$ cat src/rtl/jlp_pkg.sv
// Purpose: shared constants, carriers and helpers for the link parameter register bank
// Assumes: one 100 MHz control clock, 8-bit registers addressed by an 8-bit index
// Notes:   all parameter fields reset to zero; read-only fields other than octets per frame and checksum are fixed constants
package jlp_pkg;

   // ==========================================================================
   // register addresses
   localparam logic [7:0] ADDR_DEVICE_ID   = 8'h64;
   localparam logic [7:0] ADDR_BANK_ID     = 8'h65;
   localparam logic [7:0] ADDR_LANE_ID     = 8'h66;
   localparam logic [7:0] ADDR_SCR_LANE    = 8'h6e;
   localparam logic [7:0] ADDR_OCTETS      = 8'h6f;
   localparam logic [7:0] ADDR_FRAMES_MF   = 8'h70;
   localparam logic [7:0] ADDR_CONV_COUNT  = 8'h71;
   localparam logic [7:0] ADDR_RES_CTRL    = 8'h72;
   localparam logic [7:0] ADDR_TOTAL_BITS  = 8'h73;
   localparam logic [7:0] ADDR_SAMPLES     = 8'h74;
   localparam logic [7:0] ADDR_DENSITY_CW  = 8'h75;
   localparam logic [7:0] ADDR_USER_ONE    = 8'h76;
   localparam logic [7:0] ADDR_USER_TWO    = 8'h77;
   localparam logic [7:0] ADDR_CHECKSUM    = 8'h78;

   // ==========================================================================
   // field positions
   localparam int SCR_BIT   = 7;
   localparam int LANE_BIT  = 0;
   localparam int CONV_BIT  = 0;
   localparam int CS_MSB    = 7;
   localparam int CS_LSB    = 6;
   localparam int HD_BIT    = 7;

   // ==========================================================================
   // reset values of the writable fields
   localparam logic [7:0] RST_DEVICE_ID  = 8'h00;
   localparam logic [3:0] RST_BANK_ID    = 4'h0;
   localparam logic [4:0] RST_LANE_ID    = 5'h00;
   localparam logic       RST_SCR        = 1'b0;
   localparam logic       RST_LANE       = 1'b0;
   localparam logic [4:0] RST_FRAMES_MF  = 5'h00;
   localparam logic       RST_CONV       = 1'b0;
   localparam logic [1:0] RST_CS         = 2'h0;
   localparam logic [7:0] RST_USER       = 8'h00;

   // ==========================================================================
   // fixed read-only values
   localparam logic [4:0] RESOLUTION_M1  = 5'h0d;
   localparam logic [4:0] TOTAL_BITS_M1  = 5'h0f;
   localparam logic [4:0] SAMPLES_M1     = 5'h00;
   localparam logic       HIGH_DENSITY   = 1'b0;
   localparam logic [4:0] CTRL_WORDS     = 5'h00;
   localparam logic [7:0] OCTETS_ONE_CONV = 8'h02;
   localparam logic [7:0] OCTETS_TWO_CONV = 8'h04;
   localparam logic [7:0] READ_UNMAPPED  = 8'h00;

   // ==========================================================================
   // carriers
   typedef struct packed {
      logic       valid;
      logic       write;
      logic [7:0] addr;
      logic [7:0] wdata;
   } jlp_req_t;

   typedef struct packed {
      logic       valid;
      logic [7:0] data;
   } jlp_resp_t;

   typedef struct packed {
      logic [7:0] device_id;
      logic [3:0] bank_id;
      logic [4:0] lane_id;
      logic       scr;
      logic       lane;
      logic [4:0] frames_mf;
      logic       conv;
      logic [1:0] cs;
      logic [7:0] user_one;
      logic [7:0] user_two;
   } jlp_cfg_t;

   // ==========================================================================
   // octets per frame = converters * 2 / lanes, from the one-bit encodings
   function automatic logic [7:0] jlp_octets(input logic conv, input logic lane);
      logic [7:0] m2;
      m2 = conv ? OCTETS_TWO_CONV : OCTETS_ONE_CONV;
      return lane ? {1'b0, m2[7:1]} : m2;
   endfunction

   // sum of every lane parameter as carried on the link, wrapping at 256
   function automatic logic [7:0] jlp_sum(input jlp_cfg_t c);
      logic [7:0] s;
      s = c.device_id;
      s = s + {4'h0, c.bank_id};
      s = s + {3'h0, c.lane_id};
      s = s + {7'h00, c.scr};
      s = s + {7'h00, c.lane};
      s = s + (jlp_octets(c.conv, c.lane) - 8'h01);
      s = s + {3'h0, c.frames_mf};
      s = s + {7'h00, c.conv};
      s = s + {3'h0, RESOLUTION_M1};
      s = s + {6'h00, c.cs};
      s = s + {3'h0, TOTAL_BITS_M1};
      s = s + {3'h0, SAMPLES_M1};
      s = s + {7'h00, HIGH_DENSITY};
      s = s + {3'h0, CTRL_WORDS};
      s = s + c.user_one;
      s = s + c.user_two;
      return s;
   endfunction

endpackage

$ cat src/rtl/jlp_checksum.sv
// Purpose: registered lane checksum over the current link parameters
// Assumes: parameters come straight from the register bank flops
// Notes:   one cycle behind the parameters; the bank's read pipeline hides that for writes taken before a read request
`timescale 1ns/1ps
module jlp_checksum
   import jlp_pkg::*;
(
   input  wire logic       clock,
   input  wire logic       rst,
   input  wire jlp_cfg_t   cfg,
   output logic [7:0]      checksum
);

   typedef struct packed {
      logic [7:0] sum;
   } jlp_chk_state_t;

   jlp_chk_state_t state;
   jlp_chk_state_t next_state;

   // ==========================================================================
   // recompute every cycle so no write can be missed
   always_comb
   begin
      next_state     = state;
      next_state.sum = jlp_sum(cfg);
   end

   always_ff @(posedge clock or posedge rst)
   begin
      if (rst)
         state <= '0;
      else
         state <= next_state;
   end

   assign checksum = state.sum;

endmodule

$ cat src/rtl/jlp_link_param_regs.sv
// Purpose: link configuration parameter registers of a one-lane serial ADC transmitter
// Assumes: requests arrive from the serial control port decoder on the same clock
// Notes:   reads answer two cycles after the request; writes land at the request edge
`timescale 1ns/1ps
module jlp_link_param_regs
   import jlp_pkg::*;
(
   input  wire logic       clock,
   input  wire logic       rst,
   input  wire jlp_req_t   req,
   output jlp_resp_t       rsp,
   output jlp_cfg_t        cfg,
   output logic [7:0]      checksum
);

   // ==========================================================================
   // state
   typedef struct packed {
      jlp_cfg_t   cfg;
      logic       rd_pend;
      logic [7:0] rd_addr;
      jlp_resp_t  rsp;
   } jlp_bank_state_t;

   jlp_bank_state_t state;
   jlp_bank_state_t next_state;
   logic [7:0]      chk;

   // ==========================================================================
   // read value of one address; open bits and unmapped addresses read zero
   function automatic logic [7:0] read_value(input jlp_cfg_t   c,
                                             input logic [7:0] a,
                                             input logic [7:0] s);
      logic [7:0] v;
      v = READ_UNMAPPED;
      case (a)
         ADDR_DEVICE_ID:  v = c.device_id;
         ADDR_BANK_ID:    v = {4'h0, c.bank_id};
         ADDR_LANE_ID:    v = {3'h0, c.lane_id};
         ADDR_SCR_LANE:   v = {c.scr, 6'h00, c.lane};
         ADDR_OCTETS:     v = jlp_octets(c.conv, c.lane);
         ADDR_FRAMES_MF:  v = {3'h0, c.frames_mf};
         ADDR_CONV_COUNT: v = {7'h00, c.conv};
         ADDR_RES_CTRL:   v = {c.cs, 1'b0, RESOLUTION_M1};
         ADDR_TOTAL_BITS: v = {3'h0, TOTAL_BITS_M1};
         ADDR_SAMPLES:    v = {3'h0, SAMPLES_M1};
         ADDR_DENSITY_CW: v = {HIGH_DENSITY, 2'h0, CTRL_WORDS};
         ADDR_USER_ONE:   v = c.user_one;
         ADDR_USER_TWO:   v = c.user_two;
         ADDR_CHECKSUM:   v = s;
         default:         v = READ_UNMAPPED;
      endcase
      return v;
   endfunction

   // ==========================================================================
   // checksum flop, kept apart so its adder tree stays off the read path
   jlp_checksum u_checksum
   (
      .clock    (clock),
      .rst      (rst),
      .cfg      (state.cfg),
      .checksum (chk)
   );

   // ==========================================================================
   // next state: read pipeline then write decode
   always_comb
   begin
      next_state           = state;
      next_state.rd_pend   = 1'b0;
      next_state.rsp.valid = 1'b0;
      // second read stage: by now the checksum has caught up with any write taken before the read request
      if (state.rd_pend)
      begin
         next_state.rsp.valid = 1'b1;
         next_state.rsp.data  = read_value(state.cfg, state.rd_addr, chk);
      end
      if (req.valid && !req.write)
      begin
         next_state.rd_pend = 1'b1;
         next_state.rd_addr = req.addr;
      end
      // read-only addresses are left out, so writes to them have no effect
      if (req.valid && req.write)
      begin
         case (req.addr)
            ADDR_DEVICE_ID:  next_state.cfg.device_id = req.wdata;
            ADDR_BANK_ID:    next_state.cfg.bank_id   = req.wdata[3:0];
            ADDR_LANE_ID:    next_state.cfg.lane_id   = req.wdata[4:0];
            ADDR_SCR_LANE:
            begin
               next_state.cfg.scr  = req.wdata[SCR_BIT];
               // the reserved setting is stored as written; software keeps it zero
               next_state.cfg.lane = req.wdata[LANE_BIT];
            end
            ADDR_FRAMES_MF:  next_state.cfg.frames_mf = req.wdata[4:0];
            ADDR_CONV_COUNT: next_state.cfg.conv = req.wdata[CONV_BIT];
            ADDR_RES_CTRL:   next_state.cfg.cs = req.wdata[CS_MSB:CS_LSB];
            ADDR_USER_ONE:   next_state.cfg.user_one = req.wdata;
            ADDR_USER_TWO:   next_state.cfg.user_two = req.wdata;
            default:         next_state.cfg = state.cfg;
         endcase
      end
   end

   // ==========================================================================
   // state register
   always_ff @(posedge clock or posedge rst)
   begin
      if (rst)
      begin
         state               <= '0;
         state.cfg.device_id <= RST_DEVICE_ID;
         state.cfg.bank_id   <= RST_BANK_ID;
         state.cfg.lane_id   <= RST_LANE_ID;
         state.cfg.scr       <= RST_SCR;
         state.cfg.lane      <= RST_LANE;
         state.cfg.frames_mf <= RST_FRAMES_MF;
         state.cfg.conv      <= RST_CONV;
         state.cfg.cs        <= RST_CS;
         state.cfg.user_one  <= RST_USER;
         state.cfg.user_two  <= RST_USER;
      end
      else
         state <= next_state;
   end

   // ==========================================================================
   // outputs, all from flops; the link is expected held in power-down while
   // these change, so no shadowing against mid-frame updates is done
   assign rsp      = state.rsp;
   assign cfg      = state.cfg;
   assign checksum = chk;

   logic rd_take;
   logic wr_take;
   assign rd_take = req.valid && !req.write;
   assign wr_take = req.valid && req.write;

   function automatic logic rd_of(input jlp_req_t r, input logic [7:0] a);
      return r.valid && !r.write && (r.addr == a);
   endfunction

   function automatic logic wr_of(input jlp_req_t r, input logic [7:0] a);
      return r.valid && r.write && (r.addr == a);
   endfunction
endmodule

$ cat config.mk
export PLATFORM = sky130hd
export DESIGN_NAME = jlp_link_param_regs
export DESIGN_NICKNAME = d
export VERILOG_FILES = /design/src/rtl/jlp_pkg.sv /design/src/rtl/jlp_checksum.sv /design/src/rtl/jlp_link_param_regs.sv
export SDC_FILE = /design/constraint.sdc
export NUM_CORES = 1
export LEC_CHECK = 0
export ABC_AREA = 0
export BUFFER_PORTS_ARGS = -buffer_cell sky130_fd_sc_hd__buf_4
export CAP_MARGIN = 30
export CORE_AREA = 8 8 97 99
export DETAILED_ROUTE_END_ITERATION = 8
export DIE_AREA = 0 0 105 107
export PLACE_DENSITY = 0.93
export SYNTH_ARGS = -nofsm -noshare
export SYNTH_HDL_FRONTEND = slang
export SYNTH_SLANG_ARGS = --single-unit
$ cat constraint.sdc
create_clock -name clock -period 6.3 [get_ports clock]
set_input_delay 1.26 -clock clock [delete_from_list [all_inputs] [get_ports clock]]
set_output_delay 1.26 -clock clock [all_outputs]
set_load 0.005 [all_outputs]
Word-level counts from Yosys, hierarchy flattened

Cells that the tools add are included.

Reduce and logical (&&, ||, !) cells: 12
$add $sub $neg: 13
Muxes and demuxes: 5
Equality and inequality tests: 21

Operator list:

| cell                  | count |
|---|---|
| $eq A8 B7 Y1 const B  | 21 |
| $pmux W8 S12          | 1 |
| $add A8 B1 Y8         | 3 |
| $add A8 B8 Y8         | 3 |
| $mux W9               | 2 |
| $reduce_and A2 Y1     | 9 |
| $add A8 B4 Y8 const B | 2 |
| $add A8 B5 Y8         | 2 |
| $add A8 B2 Y8         | 1 |
| $add A8 B4 Y8         | 1 |
| $mux W8               | 1 |
| $sub A8 B1 Y8 const B | 1 |
| $mux W3               | 1 |
| $logic_and A1 B1 Y1   | 2 |
| $logic_not A1 Y1      | 1 |

Word-level logic and storage cells: 66
Input bits: 20
Register bits after elaboration: 69

Longest topological paths before layout

Word-level depth: 12
Mapped depth: 17
Gate-level depth less buffers: 17

Cells and area by module

A second synthesis with hierarchy kept.

Cell total of the unflattened synthesis: 455
Area total of the unflattened synthesis: 4837.1 sq um

By module, submodules not included:

| module              | area an instance (sq um) | cells an instance | times used | seq. area each (sq um) |
|---|---|---|---|---|
| jlp_link_param_regs | 3414.5                   | 305               | 1          | 1526.5 |
| jlp_checksum        | 1422.6                   | 150               | 1          | 200.2 |

Worst setup path before layout

Ideal clock, no wire load.

Path kind: reg-to-reg
From: register cfg[28] (netlist name)
To: register u_checksum.state, in the netlist u_checksum.checksum[6]
Data arrival time: 3940 ps
Clock period less this slack: 4010 ps
Library setup time: 70 ps
Slack: 2290 ps
Path buffers: 0
Stages on the path, launching flop included: 15
Cells stage by stage: dfrtp_1 inv_1 fa_1 inv_1 fa_1 fa_1 inv_1 fa_1 inv_1 ha_1 nor2b_1 o21ai_0 a21boi_0 or4b_2 nand4_1

RTL lines:

| element              | line               | RTL |
|---|---|---|
| to (signal assigned) | jlp_checksum.sv:34 | `state <= next_state;` |
| to (decl)            | jlp_checksum.sv:18 | `jlp_chk_state_t state;` |

==> summary.txt <==
Critical path
  • Setup crit start kind: flip-flop
  • WP buf/inv: 4
  • Worst-path fanout max: 4
  • Worst path slowest cell: or4b_2
  • CP arrival: 4.54 ns
  • Critical path required time: 6.59 ns
  • Crit-path cells: inv_1, fa_1, inv_1, fa_1, fa_1, inv_1, fa_1, inv_1, ha_1, nor2b_1, o21ai_0, a21boi_0, or4b_2, nand4_1
  • CP top delay family: adder cells
  • WS Path Type: flip-flop to flip-flop
  • Crit path capture type: flip-flop
  • CP peak stage delay: around 0.64 ns

Clock network
  • Clk sinks: around 70
  • CTS Hold Bufs: 0
  • CTS Buf Count: 9
  • CTS Buffer Depth: 2
  • Setup Buffers After CTS: 0
  • CTS tree: yes
  • H-tree depth: 3
  • Clk Latency, worst-skew pair: ~0.36 ns
  • Root Driver: clkbuf_8
  • Clock transition at the registers of the reported paths: 0.08 ns
  • Post-CTS sizing: 0

Pwr
  • Switching share of power: roughly a third
  • Clock Power Share: around a third
  • Internal cell power: between 800 and 900 µW
  • Total power: approximately 1300 µW
  • Switching power: between 400 and 500 µW
  • Comb pwr share: between 20 and 30%
  • Pwr per Cell Area: 245 nW/µm²
  • Pleak: approximately 0.0027 µW
  • Seq pwr share: between 40 and 50%
  • Max VDD drop: approximately 0.00013 V

Routing
  • Drt total wl: 12400 µm
  • DR pass1 iterations: 7
  • Post-DR wirelength/cell: around 21 µm
  • Vias per cell: ~5.9
  • Drt drc: 0
  • Initial DRC Count: 335
  • DRT antenna net count: 0
  • Via count: 3513

Logic synthesis
  • Post-synth EDFFs: 0
  • Post-synthesis sequential area ratio: between 30% and 40%
  • Share of the synthesized area in the top cell type: 36.2%
  • Mapped Nets: slightly above 500
  • Top cells by count, synth: 74 x inv_1, 69 x dfrtp_1, 52 x buf_4
  • Yosys warns: 0
  • Synth top area cells: dfrtp_1 36%, fa_1 11%, mux2_2 11%
  • Ys async rst share: between 90% and 100%
  • Cell taking the most area after synthesis: dfrtp_1
  • Synth Flop Type: dfrtp_1
  • Cell Area, Synth: 4760 µm²
  • Count leader, synth: inv_1
  • Syn_area_per_cell: approximately 11 µm²
  • Cell count after synthesis: 449
  • Synthesized flop and latch total: around 70
  • Netlist cell types: 54

Layout
  • Ratio of cells with drive above 1 in the final layout: 32.1%
  • Ant diodes: 0
  • Non-Filler Instances: 591
  • Post-layout net count: around 550
  • # fillers: roughly 620
  • Area growth syn-to-layout: 11.3%
  • Final instance area: roughly 5300 µm²

Die
  • Die Ht: roughly 110 µm
  • Core Area: 7930 µm²
  • I/O pin count: 80
  • Starting Density: 60.1%
  • Num rows: 33
  • Die Wd: between 100 and 150 µm
  • Die area: around 11000 µm²

Timing
  • Final setup violation count: 0
  • Setup WS post-layout: slightly above 2 ns
  • Slew @ Worst Pin: approximately 0.87 ns
  • Post-route setup TNS: 0 ns
  • Final min period: between 4 and 5 ns
  • Max Transition Viols Final: 0
  • Final worst-path cycle share: approximately 68%
  • Clk_skew: 0.00778 ns
  • RSZ-0062 raised after global routing: no
  • Fmax: about 240 MHz
  • Final hold violation count: 0
  • Slew headroom: around two fifths

Global route
  • Met2 Resource Use GR: around 38%
  • GR Util met3: 4.20%
  • Maximum number of pins on one net before global-route repair: 70
  • Grt total ovfl: 0
  • Vias in the first global route: roughly 3700
  • Top Usage Layer GRT: met2
  • Global-route wire length before repair: just under 20000 µm
  • Initial antenna violation count: 0
  • M1 GR Usage: ~28%
  • Overall routing resource usage: roughly 23%

Status
  • Status: finished clean

Place
  • Final GP Congestion: 0.947
  • Placed cell areas: slightly above 5000 µm²
  • DP Wirelength: between 9000 and 10000 µm
  • Buffers added on ports: 79
  • Setup WS pre-CTS: between 2 and 2.5 ns
  • Placed cell count: between 500 and 600

Flow run
  • Max cap viols: 0

Min path
  • Hold crit path type: flip-flop to flip-flop
cell usage in the layout (no fill, tap or decap), types with 7 or more instances in the layout:
cell and instances:
dfrtp_1 69, fa_1 27, nand2_1 19, buf_4 81, o21ai_0 16, nand3_1 7
a21oi_1 10, clkbuf_8 10, xnor2_1 8, inv_1 73, nor2_1 16, ha_1 20
mux2_2 45
power by group through the flow:
stage	clock, µW	combinational (µW)	sequential, µW
after floorplan	0	236	526
after global placement	0	334	543
after detailed placement	0	344	543
after CTS	413	347	536
after global routing	430	387	542
final	411	348	539
per-layer routing:
metal	share of wire, %	vias to the layer above	wire length, µm
met5	0	-	0
met4	3.2	0	402
met2	49	205	6140
li1	-	1521	-
met1	40	1753	5020
met3	7.1	34	880
cell families (layout without fill, tap and decap cells):
logic type / after synthesis / after routing / share of synthesized area, %
buffers and inverters: 134 / 171 / 14.8
AND/OR/NAND/NOR: 81 / 81 / 9.93
flip-flops: 69 / 69 / 36.2
multiplexers: 55 / 55 / 13.3
AO/OA/AOI/OAI: 53 / 53 / 7.36
adder cells (fa/ha/maj): 47 / 47 / 16.6
XOR/XNOR: 10 / 10 / 1.84
sequential cells by signal, indices dropped and copies added, names as in the netlist:
register / count
state: 9
rsp: 9
cfg: 43
u_checksum.checksum: 8
worst reg2reg max path, cell delays in order (launching register included):
cell	delay (ns)
dfrtp_1	0.40
inv_1	0.08
fa_1	0.54
inv_1	0.06
fa_1	0.49
fa_1	0.49
inv_1	0.05
fa_1	0.47
inv_1	0.04
ha_1	0.33
nor2b_1	0.14
o21ai_0	0.19
a21boi_0	0.17
or4b_2	0.64
nand4_1	0.11
final cells by class:
cell class	instances	area, µm²	share of cell area, %
Clock buffer	10	138	2.60
Clock inverter	6	86.3	1.63
Inverter	74	278	5.24
Multi-Input combinational cell	246	2330	44.0
Sequential cell	69	1730	32.6
Tap cell	105	131	2.48
Timing Repair Buffer	81	608	11.5
stage by stage:
stage               hold WS (ns)  util, %
floorplan                  0.445        -
CTS                        0.547     66.9
detailed placement         0.523     64.0
global route               0.570     66.9
finish                     0.541     66.9
global placement           0.514     64.0
worst paths after layout:
check | slack [ns] | end | depth (start not counted) | from
worst max-delay path | 2.04 | u_checksum.checksum[6] | 14 | cfg[28]
worst min-delay path | 0.54 | rsp[6] | 1 | rsp[6]
worst max register to register | 2.04 | u_checksum.checksum[6] | 14 | cfg[28]
worst min register to register | 0.54 | rsp[6] | 1 | rsp[6]
max in group asynchronous | 4.57 | rsp[4] | 3 | rst
min in group asynchronous | 1.16 | cfg[35] | 3 | rst
Power figures use the tool's default switching activity.
